File: src/hdl/adcts_pkg.sv
// constants and types for the converter trigger sequencer
package adcts_pkg;
    // register offsets on the plain register port
    localparam logic [3:0] REG_SETUP   = 4'h0;
    localparam logic [3:0] REG_DELAY   = 4'h1;
    localparam logic [3:0] REG_WAIT    = 4'h2;
    localparam logic [3:0] REG_MODE    = 4'h3;
    localparam logic [3:0] REG_READ_HI = 4'h4;
    localparam logic [3:0] REG_READ_LO = 4'h5;
    localparam logic [3:0] REG_MASK    = 4'h6;
    localparam logic [3:0] REG_ACC_HI  = 4'h7;
    localparam logic [3:0] REG_ACC_LO  = 4'h8;
    // setup register fields
    localparam int SET_EN_BIT  = 0;
    localparam int SET_REF_BIT = 1;
    localparam int SET_CH_LSB  = 2;
    localparam int SET_CNT_LSB = 5;
    // delay register fields
    localparam int DLY_EDGE_BIT = 4;
    localparam int DLY_EXT_BIT  = 5;
    localparam int DLY_HOLD_BIT = 6;
    // readout high register fields
    localparam int RD_STAT_BIT = 7;
    localparam int RD_SEL_LSB  = 5;
    // reset values
    localparam logic [7:0] SETUP_RST  = 8'h00;
    localparam logic [7:0] DELAY_RST  = 8'h00;
    localparam logic [3:0] WAIT_RST   = 4'h0;
    localparam logic [1:0] MODE_RST   = 2'h0;
    localparam logic       MASK_RST   = 1'b1;
    localparam logic       STATUS_RST = 1'b0;
    // timing
    localparam int CLK_PERIOD_NS = 40;
    localparam int DELAY_STEP_NS = 50000;
    localparam int WAIT_UNIT_NS  = 20000;
    localparam int DELAY_STEP_CYC = DELAY_STEP_NS / CLK_PERIOD_NS;
    localparam int WAIT_UNIT_CYC  = WAIT_UNIT_NS / CLK_PERIOD_NS;
    localparam int RESULT_W = 10;
    localparam int ACC_W    = 11;
    localparam int SUM_W    = 18;
    localparam int CNT_W    = 20;

    typedef enum logic [1:0] {
        ALU_AVERAGE, ALU_MAXIMUM, ALU_MINIMUM, ALU_NONE
    } adcts_alu_type;

    typedef enum logic [1:0] {
        SEL_AVERAGE, SEL_MINIMUM, SEL_MAXIMUM, SEL_LAST
    } adcts_sel_type;

    typedef enum logic [2:0] {
        ST_IDLE, ST_ARMED, ST_DELAY, ST_START, ST_CONV, ST_WAIT, ST_HOLD,
        ST_FINISH
    } adcts_state_type;

    // wait time in units of the 20 us step, per wait code
    function automatic logic [10:0] adcts_wait_mult(input logic [3:0] code);
        case (code)
            4'h0:    adcts_wait_mult = 11'h001;
            4'h1:    adcts_wait_mult = 11'h002;
            4'h2:    adcts_wait_mult = 11'h003;
            4'h3:    adcts_wait_mult = 11'h004;
            4'h4:    adcts_wait_mult = 11'h008;
            4'h5:    adcts_wait_mult = 11'h00c;
            4'h6:    adcts_wait_mult = 11'h010;
            4'h7:    adcts_wait_mult = 11'h020;
            4'h8:    adcts_wait_mult = 11'h040;
            4'h9:    adcts_wait_mult = 11'h060;
            4'ha:    adcts_wait_mult = 11'h080;
            4'hb:    adcts_wait_mult = 11'h100;
            4'hc:    adcts_wait_mult = 11'h200;
            4'hd:    adcts_wait_mult = 11'h300;
            default: adcts_wait_mult = 11'h400;
        endcase
    endfunction

    // log2 of the sample count per count code: 1,4,8,...,256
    function automatic logic [3:0] adcts_cnt_shift(input logic [2:0] code);
        adcts_cnt_shift = (code == 3'h0) ? 4'h0 : {1'b0, code} + 4'h1;
    endfunction
endpackage : adcts_pkg

File: src/hdl/adcts_adc_trigger_sequencer.sv
// trigger control, sequencing and arithmetic unit of the converter
//
// Overview of operation
// - one of eight inputs routed by channel field
// - external reference disables internal reference regulator
// - engine starts on start pulse; result goes to arithmetic
// - internal trigger restarts after each conversion with timing
// - trigger pin used only while external enable set
// - 11-bit accumulator with carry, copied at end
// - sample count field selects one to 256
// - modes average, maximum, minimum or raw
// - cycle ends after copy and done status low
// - enable rising edge begins a cycle
// - clearing enable mid-cycle lets cycle finish
// - done lowers status; interrupt low when unmasked
// - minimum, maximum, average always computed
// - selector bits choose which result is read
// - single sample gives identical four results
// - selector locked while a cycle runs
// - trigger edge polarity chosen by edge bit
// - external mode stays armed until trigger
// - after delay start only if trigger still active
// - wait time between conversions in multi-sample cycles
// - holdoff low ignores trigger after first sample
// - holdoff high needs trigger edge and level
`timescale 1ns/1ns
`default_nettype none
module adcts_adc_trigger_sequencer
    import adcts_pkg::*;
#(
    parameter int DELAY_STEP_CYCLES = DELAY_STEP_CYC,
    parameter int WAIT_UNIT_CYCLES  = WAIT_UNIT_CYC
) (
    input  wire logic                clk,
    input  wire logic                rstn,
    input  wire logic [3:0]          regAddr,
    input  wire logic [7:0]          regWdata,
    input  wire logic                regWr,
    input  wire logic                regRd,
    output logic      [7:0]          regRdata,
    input  wire logic                trigger_pin,
    output logic      [2:0]          channelSel,
    output logic                     refRegEnable,
    output logic                     engineStart,
    input  wire logic                engineDone,
    input  wire logic [RESULT_W-1:0] engineResult,
    output logic                     intN
);
    typedef struct packed {
        adcts_state_type     state;
        logic                trigMeta;
        logic                trigSync;
        logic                trigPrev;
        logic                enPrev;
        logic [7:0]          setup;
        logic [7:0]          dly;
        logic [3:0]          waitCode;
        logic [1:0]          mode;
        logic [1:0]          sel;
        logic                mask;
        logic                status;
        logic                intPend;
        logic [7:0]          snapSetup;
        logic [7:0]          snapDly;
        logic [3:0]          snapWait;
        logic [1:0]          snapMode;
        logic [CNT_W-1:0]    cnt;
        logic [8:0]          left;
        logic                edgeSeen;
        logic                first;
        logic [SUM_W-1:0]    sum;
        logic [RESULT_W-1:0] minV;
        logic [RESULT_W-1:0] maxV;
        logic [RESULT_W-1:0] lastV;
        logic [RESULT_W-1:0] resAvg;
        logic [RESULT_W-1:0] resMin;
        logic [RESULT_W-1:0] resMax;
        logic [RESULT_W-1:0] resLast;
        logic [ACC_W-1:0]    acc;
        logic [7:0]          rdata;
    } adcts_regs_type;

    adcts_regs_type r_reg;
    adcts_regs_type r_next;

    logic                busy;
    logic                extMode;
    logic                edgeHit;
    logic                trigActive;
    logic [RESULT_W-1:0] selVal;
    logic [RESULT_W-1:0] avgNow;
    logic [SUM_W-1:0]    sumNow;
    logic [RESULT_W-1:0] minNow;
    logic [RESULT_W-1:0] maxNow;
    logic [CNT_W-1:0]    waitCyc;
    logic [CNT_W-1:0]    delayCyc;

    assign busy       = (r_reg.state != ST_IDLE);
    assign extMode    = r_reg.snapDly[DLY_EXT_BIT];
    // polarity bit high selects the rising edge, active level high
    assign trigActive = r_reg.snapDly[DLY_EDGE_BIT] ? r_reg.trigSync
                                                    : ~r_reg.trigSync;
    assign edgeHit    = (r_reg.trigSync != r_reg.trigPrev) && trigActive;
    assign waitCyc    = CNT_W'(adcts_wait_mult(r_reg.snapWait) * WAIT_UNIT_CYCLES);
    assign delayCyc   = CNT_W'(r_reg.snapDly[3:0] * DELAY_STEP_CYCLES);
    assign sumNow     = r_reg.sum + SUM_W'(engineResult);
    assign minNow     = (r_reg.first || engineResult < r_reg.minV) ?
                        engineResult : r_reg.minV;
    assign maxNow     = (r_reg.first || engineResult > r_reg.maxV) ?
                        engineResult : r_reg.maxV;
    assign avgNow     = RESULT_W'(r_reg.sum >>
                        adcts_cnt_shift(r_reg.snapSetup[SET_CNT_LSB +: 3]));

    always_comb begin
        case (adcts_sel_type'(r_reg.sel))
            SEL_AVERAGE: selVal = r_reg.resAvg;
            SEL_MINIMUM: selVal = r_reg.resMin;
            SEL_MAXIMUM: selVal = r_reg.resMax;
            default:     selVal = r_reg.resLast;
        endcase
    end

    always_comb begin
        r_next = r_reg;
        r_next.trigMeta = trigger_pin;
        r_next.trigSync = r_reg.trigMeta;
        r_next.trigPrev = r_reg.trigSync;
        r_next.enPrev   = r_reg.setup[SET_EN_BIT];
        // register writes
        if (regWr) begin
            case (regAddr)
                REG_SETUP:   r_next.setup    = regWdata;
                REG_DELAY:   r_next.dly      = regWdata;
                REG_WAIT:    r_next.waitCode = regWdata[3:0];
                REG_MODE:    r_next.mode     = regWdata[1:0];
                REG_MASK:    r_next.mask     = regWdata[0];
                REG_READ_HI: begin
                    if (!busy) begin
                        r_next.sel = regWdata[RD_SEL_LSB +: 2];
                    end
                end
                default: ;
            endcase
        end
        // register reads, data one cycle later
        r_next.rdata = 8'h00;
        if (regRd) begin
            case (regAddr)
                REG_SETUP:   r_next.rdata = r_reg.setup;
                REG_DELAY:   r_next.rdata = r_reg.dly;
                REG_WAIT:    r_next.rdata = {4'h0, r_reg.waitCode};
                REG_MODE:    r_next.rdata = {6'h00, r_reg.mode};
                REG_MASK:    r_next.rdata = {7'h00, r_reg.mask};
                REG_READ_HI: r_next.rdata = {r_reg.status, r_reg.sel,
                                             3'h0, selVal[9:8]};
                REG_READ_LO: r_next.rdata = selVal[7:0];
                REG_ACC_HI:  r_next.rdata = {5'h00, r_reg.acc[10:8]};
                REG_ACC_LO:  r_next.rdata = r_reg.acc[7:0];
                default:     r_next.rdata = 8'h00;
            endcase
            if (regAddr == REG_READ_HI) begin
                r_next.intPend = 1'b0;
            end
        end
        if (r_reg.cnt != '0) begin
            r_next.cnt = r_reg.cnt - CNT_W'(1);
        end
        case (r_reg.state)
            ST_IDLE: begin
                // enable low then high; a held enable starts nothing
                if (r_reg.setup[SET_EN_BIT] && !r_reg.enPrev) begin
                    r_next.snapSetup = r_reg.setup;
                    r_next.snapDly   = r_reg.dly;
                    r_next.snapWait  = r_reg.waitCode;
                    r_next.snapMode  = r_reg.mode;
                    r_next.status    = 1'b1;
                    r_next.first     = 1'b1;
                    r_next.sum       = '0;
                    r_next.left      = 9'(1) << adcts_cnt_shift(
                                       r_reg.setup[SET_CNT_LSB +: 3]);
                    r_next.state     = r_reg.dly[DLY_EXT_BIT] ?
                                       ST_ARMED : ST_START;
                end
            end
            ST_ARMED: begin
                if (edgeHit) begin
                    r_next.cnt   = delayCyc;
                    r_next.state = ST_DELAY;
                end
            end
            ST_DELAY: begin
                if (r_reg.cnt == '0) begin
                    r_next.state = trigActive ? ST_START : ST_ARMED;
                end
            end
            ST_START: begin
                r_next.state = ST_CONV;
            end
            ST_CONV: begin
                if (engineDone) begin
                    r_next.first = 1'b0;
                    r_next.sum   = sumNow;
                    r_next.minV  = minNow;
                    r_next.maxV  = maxNow;
                    r_next.lastV = engineResult;
                    r_next.left  = r_reg.left - 9'(1);
                    r_next.edgeSeen = 1'b0;
                    r_next.cnt   = waitCyc;
                    r_next.state = (r_reg.left == 9'(1)) ? ST_FINISH
                                                         : ST_WAIT;
                end
            end
            ST_WAIT: begin
                // edges only count with holdoff; otherwise ignored
                if (edgeHit && r_reg.snapDly[DLY_HOLD_BIT]) begin
                    r_next.edgeSeen = 1'b1;
                end
                if (r_reg.cnt == '0) begin
                    if (!extMode || !r_reg.snapDly[DLY_HOLD_BIT]) begin
                        r_next.state = ST_START;
                    end else if (r_reg.edgeSeen && trigActive) begin
                        r_next.state = ST_START;
                    end else begin
                        r_next.state = ST_HOLD;
                    end
                end
            end
            ST_HOLD: begin
                if ((edgeHit || r_reg.edgeSeen) && trigActive) begin
                    r_next.state = ST_START;
                end else if (!trigActive) begin
                    r_next.edgeSeen = 1'b0;
                end
            end
            ST_FINISH: begin
                r_next.resAvg  = avgNow;
                r_next.resMin  = r_reg.minV;
                r_next.resMax  = r_reg.maxV;
                r_next.resLast = r_reg.lastV;
                case (adcts_alu_type'(r_reg.snapMode))
                    ALU_AVERAGE: r_next.acc = {1'b0, avgNow};
                    ALU_MAXIMUM: r_next.acc = {1'b0, r_reg.maxV};
                    ALU_MINIMUM: r_next.acc = {1'b0, r_reg.minV};
                    default:     r_next.acc = {1'b0, r_reg.lastV};
                endcase
                r_next.status  = 1'b0;
                r_next.intPend = 1'b1;                               // set wins
                r_next.state   = ST_IDLE;
            end
            default: r_next.state = ST_IDLE;
        endcase
    end

    always_ff @(posedge clk or negedge rstn) begin
        if (!rstn) begin
            r_reg          <= '0;
            r_reg.state    <= ST_IDLE;
            r_reg.setup    <= SETUP_RST;
            r_reg.dly      <= DELAY_RST;
            r_reg.waitCode <= WAIT_RST;
            r_reg.mode     <= MODE_RST;
            r_reg.mask     <= MASK_RST;
            r_reg.status   <= STATUS_RST;
        end else begin
            r_reg <= r_next;
        end
    end

    assign regRdata     = r_reg.rdata;
    assign channelSel   = busy ? r_reg.snapSetup[SET_CH_LSB +: 3]
                               : r_reg.setup[SET_CH_LSB +: 3];
    assign refRegEnable = ~r_reg.setup[SET_REF_BIT];
    assign engineStart  = (r_reg.state == ST_START);
    assign intN         = ~(r_reg.intPend & ~r_reg.mask);
endmodule // adcts_adc_trigger_sequencer
`default_nettype wire

File: config.mk
export PLATFORM = sky130hd
export DESIGN_NAME = adcts_adc_trigger_sequencer
export DESIGN_NICKNAME = d
export VERILOG_FILES = /design/src/hdl/adcts_pkg.sv /design/src/hdl/adcts_adc_trigger_sequencer.sv
export SDC_FILE = /design/constraint.sdc
export NUM_CORES = 1
export LEC_CHECK = 0
export BUFFER_PORTS_ARGS = -buffer_cell sky130_fd_sc_hd__buf_2
export CORE_ASPECT_RATIO = 0.7
export CORE_MARGIN = 2
export CORE_UTILIZATION = 35
export CTS_CLUSTER_DIAMETER = 120
export CTS_CLUSTER_SIZE = 30
export DETAILED_ROUTE_END_ITERATION = 8
export GPL_TIMING_DRIVEN = 0
export PLACE_DENSITY_LB_ADDON = 0.08
export RECOVER_POWER = 50
export SLEW_MARGIN = 30
export SYNTH_ARGS = -nofsm -noshare
export SYNTH_HDL_FRONTEND = slang
export SYNTH_SLANG_ARGS = --single-unit
File: constraint.sdc
create_clock -name clk -period 4.8 [get_ports clk]
set_input_delay 0.72 -clock clk [delete_from_list [all_inputs] [get_ports clk]]
set_output_delay 0.72 -clock clk [all_outputs]
set_load 0.05 [all_outputs]
==> Yosys cells after proc, flatten, opt, wreduce, memory -nomap -nowiden <==
Memory sizes are Yosys's and may differ from the RTL's.
Index checks and enable logic that the tools add are counted.
{ "word_totals": {"regBits": 193, "rom_bits": 176, "inputBits": 28, "out_inout_bits": 14, "n_memories": 1} }
{ "memory_table": {"columns": ["memory", "words", "word_bits", "read_ports", "rd_clocked_by_memory_dff", "write_ports", "line", "text"], "rows": [
  ["(name not given)", 16, 11, 1, 0, 0, "adcts_pkg.sv:58", "case (code)"]
]} }
{ "classes": {"add_sub_neg": 5, "mul": 2, "order_cmp": 2, "n_eq_ne": 30, "shifts": 2, "n_mux": 39, "bitwise": 6, "n_reduce_logical": 41} }
{ "ops": {"columns": ["op", "count"], "rows": [
  ["$mux 79", 1],
  ["$pmux 8 s9", 1],
  ["$pmux 10 s3", 2],
  ["$mux 20", 2],
  ["$pmux 20 s2", 1],
  ["$pmux 19 s2", 1],
  ["$mux 3", 9],
  ["$pmux 3 s8", 1],
  ["$logic_not 20->1", 1],
  ["$mux 10", 2],
  ["$reduce_bool 20->1", 1],
  ["$sub 20x1->20 const B", 1],
  ["$mux 19", 1],
  ["$add 18x10->18", 1],
  ["$mul 11x7->18 const B", 1],
  ["$ne 2x2->1 const B", 9],
  ["$pmux 9 s2", 1],
  ["$reduce_and 2->1", 9],
  ["$shr 18x4->10", 1],
  ["$eq 4x3->1 const B", 4],
  ["$mul 4x10->14 const B", 1],
  ["$eq 3x3->1 const B", 4],
  ["$reduce_and 3->1", 4],
  ["$gt 10x10->1", 1],
  ["other kinds (32)", 67]
]} }

==> Depth between registers and ports, before layout <==
{ "depth": {"depth_word": 7, "ltp_mapped": 20} }

==> Least setup slack after synthesis <==
No wires, ideal clock.
{ "synth_path": {"kind": "register to register", "startpoint": "register r_reg[141] (netlist name)", "endpoint": "register r_reg[134] (netlist name)", "setup_time_ns": 0.101, "arrival_ns": 4.861, "t_required_ns": 4.699, "slack_ns": -0.161, "stages_incl_launch_ff": 18, "period_less_slack_ns": 4.961, "path_cell_list": "dfrtp_1 inv_1 ha_1 a22oi_1 fa_1 fa_1 inv_1 fa_1 inv_1 fa_1 inv_1 ha_1 a21oi_1 nand2_1 o311ai_0 a21boi_0 o21a_1 o32ai_1"} }
{ "synth_rtl": {"columns": ["item", "line", "text"], "rows": [
  ["start, declared", "adcts_adc_trigger_sequencer.sv:83", "adcts_regs_type r_reg;"],
  ["start signal, assigned", "adcts_adc_trigger_sequencer.sv:265", "r_reg <= r_next;"]
]} }

==> run metrics <==
status=finished, violations left; failing checks=capacitance limit, slew limit; Simple-Gate Fraction of Synth Area=0.1601; worst hold start=trigger_pin; wire per inst=21.63 microns; DP HPWL=33020 microns; Fmax=roughly 0.21 GHz; via count=between 10000 and 15000; Worst Path Max Fanout=6; crit-path cells=inv_2 -> ha_2 -> mux2i_2 -> or2_4 -> fa_1 -> fa_1 -> fa_1 -> fa_1 -> inv_1 -> ha_4 -> a31oi_1 -> a31oi_4 -> o31a_1 -> xnor2_2 -> nor2_1 -> a311o_1; pwr/cell area=753.9 mW/mm^2; DP Worst Slack=-0.6628 ns; fin nets=1641; CTS tree=yes; DRC viols=0; routability-driven placement congestion ratio=0.9449; count of cell types in the netlist=75; Adder-Cell Fraction of Synth Area=0.1459; YS warnings=0; CP Capture Type=flip-flop; Slowest-stage cell, CP=fa_1; Syn Inst Count=1397; Crit path top cell by count=fa_1; TritonCTS buffer count=17; fin crit share=0.9795; Crit path required time=between 5 and 6 ns; ys async rst share=1.000; maxcap violations=1; Post-synth EDFFs=0; skew final=~0.022 ns; total length of routed wires=around 43000 microns; Detail Route Antenna Nets=0; final setup fails=0; Setup WS post-layout=0.09856 ns; largest family of logic cells by synthesized area=simple AND/OR/NAND/NOR gates; total gr overflow=0; worst-margin pin slew=3.165 ns; XOR/XNOR Fraction of Synth Area=0.02266; RSZ-0062 raised after global routing=yes; CP startpoint kind=flip-flop; Die Span Y=around 170 microns; # rows=between 50 and 60; Worst slew margin=-1.110; Leakage Power=slightly below 7 nW; vias in the first global route=between 10000 and 15000; switching share of total power=0.4911; syn nets=1556; complex-gate fraction of the synthesized area=0.1537; Internal Power=0.005827 W; share of power burned in registers=0.256; Tmin final=around 4.7 ns; Crit path arrival time=5.06 ns; worst-skew pair later-pin latency=0.48 ns; Layout Utilization=0.4098; largest net degree at the start of global routing=81; core area=0.03706 sq mm; Power, Total=0.01145 W; PortBufs=37; DRT iter0 DRCs=1117; RR Startpoint=r_reg[141]; H-tree depth=4; Buffers & Inverters on Critical Path=2; top_reg_cell synth=dfrtp_1; Clock Path Buffers=2; initial core utilization=0.3546; critical path class=flip-flop to flip-flop; Post-Syn Area=0.01314 sq mm; commonest non-fill, non-tap cells in the layout=228 x nand2_1, 186 x dfrtp_1, 100 x inv_1, 97 x o21ai_0, 82 x ha_1; mux cell area share after synthesis=0.1011; Worst VDD drop=around 0.00047 V; max reg flops=178; I/O pin count=42; layout cell share with drive strength beyond 1=0.1753; GRT Total Usage=0.2236; busiest grt layer=met1; final hold violation count=0; fin. max-slew vios=46; Synth-to-Final Area Change=15.58%; Sink Count=190; Die Width=roughly 240 microns; clock-pin transition on the worst setup and hold timing paths=0.09 ns; clock tree root buffer cell=clkbuf_16; Fillers=approximately 3700; met2 Use GR=0.2766; CP Launch Point=r_reg[141]; Sw Pwr=0.005623 W; CP top delay family=adder cells; sequential-to-total area share from yosys stat=0.3619; Clk pwr share=0.138; Global Route met3 Usage=0.05153; router iterations before antenna repair=6; Synth Area per Inst=9.406 sq um; #FFs+latches synth=190; logic gate share of total power=0.606; drt via density=5.510; commonest non-fill, non-tap cell in the layout=nand2_1; cts hold-fix bufs=0; first-pass GRT wire length=66210 microns; HP Class=input port to flip-flop; grt met1 use=0.3815; antenna violations before repair=2; CP peak stage delay=0.57 ns; die area=0.03913 sq mm
logic make-up (layout without fill, tap and decap cells):
| family | count (synthesis) | after routing |
|---|---|---|
| flip-flops | 190 | 190 |
| multiplexers | 98 | 98 |
| XOR/XNOR | 34 | 34 |
| buffers and inverters | 182 | 280 |
| AND/OR/NAND/NOR | 450 | 450 |
| AO/OA/AOI/OAI | 311 | 311 |
| adder cells (fa/ha/maj) | 131 | 131 |
| other | 1 | 2 |
power groups by stage:
stage	registers (W)	clock network, W	logic, W
final	0.00293	0.00158	0.00694
after detailed placement	0.00293	0	0.00602
after floorplan	0.00264	0	0.00435
after CTS	0.00291	0.00163	0.00638
after global routing	0.00301	0.00169	0.00766
after global placement	0.00292	0	0.00603
worst paths after layout:
kind	to	slack [ns]	cells past startpoint
setup / recovery	r_reg[132]	0.1	16
hold / removal	r_next[189]	0.35	1
setup reg to reg	r_reg[132]	0.1	16
hold reg to reg	r_next[188]	0.40	0
max in group asynchronous	r_reg[142]	0.86	2
min in group asynchronous	r_next[189]	1.29	1
worst reg2reg max path, stage by stage, from the launching register on:
cell and delay, ns:
dfrtp_2 0.45, inv_2 0.07, ha_2 0.19, mux2i_2 0.08
or2_4 0.28, fa_1 0.48, fa_1 0.57, fa_1 0.46
fa_1 0.54, inv_1 0.07, ha_4 0.27, a31oi_1 0.27
a31oi_4 0.14, o31a_1 0.15, xnor2_2 0.22, nor2_1 0.07
a311o_1 0.28
synthesized netlist by cell type (15+ instances only):
library cell,number,area share
nand2_1,233,0.067
dfrtp_1,189,0.36
inv_1,107,0.031
o21ai_0,100,0.038
ha_1,94,0.090
clkbuf_1,61,0.017
mux2_2,58,0.050
a21oi_1,57,0.022
nor2_1,51,0.015
fa_1,37,0.056
nand3_1,35,0.013
xnor2_1,23,0.015
a31oi_1,22,0.010
mux4_2,22,0.038
nor3_1,20,0.0076
mux2i_1,18,0.014
nand2b_1,15,0.0071
metal layers:
metal | up-vias | wire length (microns)
met3 | 18 | 2747
met2 | 301 | 15680
li1 | 5144 | -
met5 | - | 0
met4 | 0 | 309
met1 | 5468 | 24180
repair_timing:
item	4_1_cts	5_1_grt
pin swaps	9	23
cloned	0	0
buffers inserted	16	12
setup endpoints to repair	10	10
gates resized for setup	35	35
metrics by stage:
step                setup TNS, ns  instance area [sq um]  cells  hold slack (ns)
finish                          0                  15190   1984           0.3474
global route              -0.1850                  15180   1983           0.3234
CTS                             0                  14940   1971           0.1693
detailed placement         -4.843                  14020   1924           0.3971
global placement          -123.04                  13950   1922           0.3915
floorplan                       0                  13150   1397           0.3312
layout make-up:
| type | count | area [sq um] | area share |
|---|---|---|---|
| diodes | 1 | 2.502 | 0.0001648 |
| well taps | 488 | 610.6 | 0.04020 |
| repair buffers | 67 | 432.9 | 0.02851 |
| clock inverters | 15 | 234.0 | 0.01541 |
| flip-flops and latches | 190 | 4760 | 0.3134 |
| inverters | 107 | 404.1 | 0.02661 |
| clock buffers | 17 | 425.4 | 0.02801 |
| multi-input cells | 1025 | 8009 | 0.5274 |
| plain buffers | 74 | 309.0 | 0.02035 |
(Power assumes the default switching activity.)
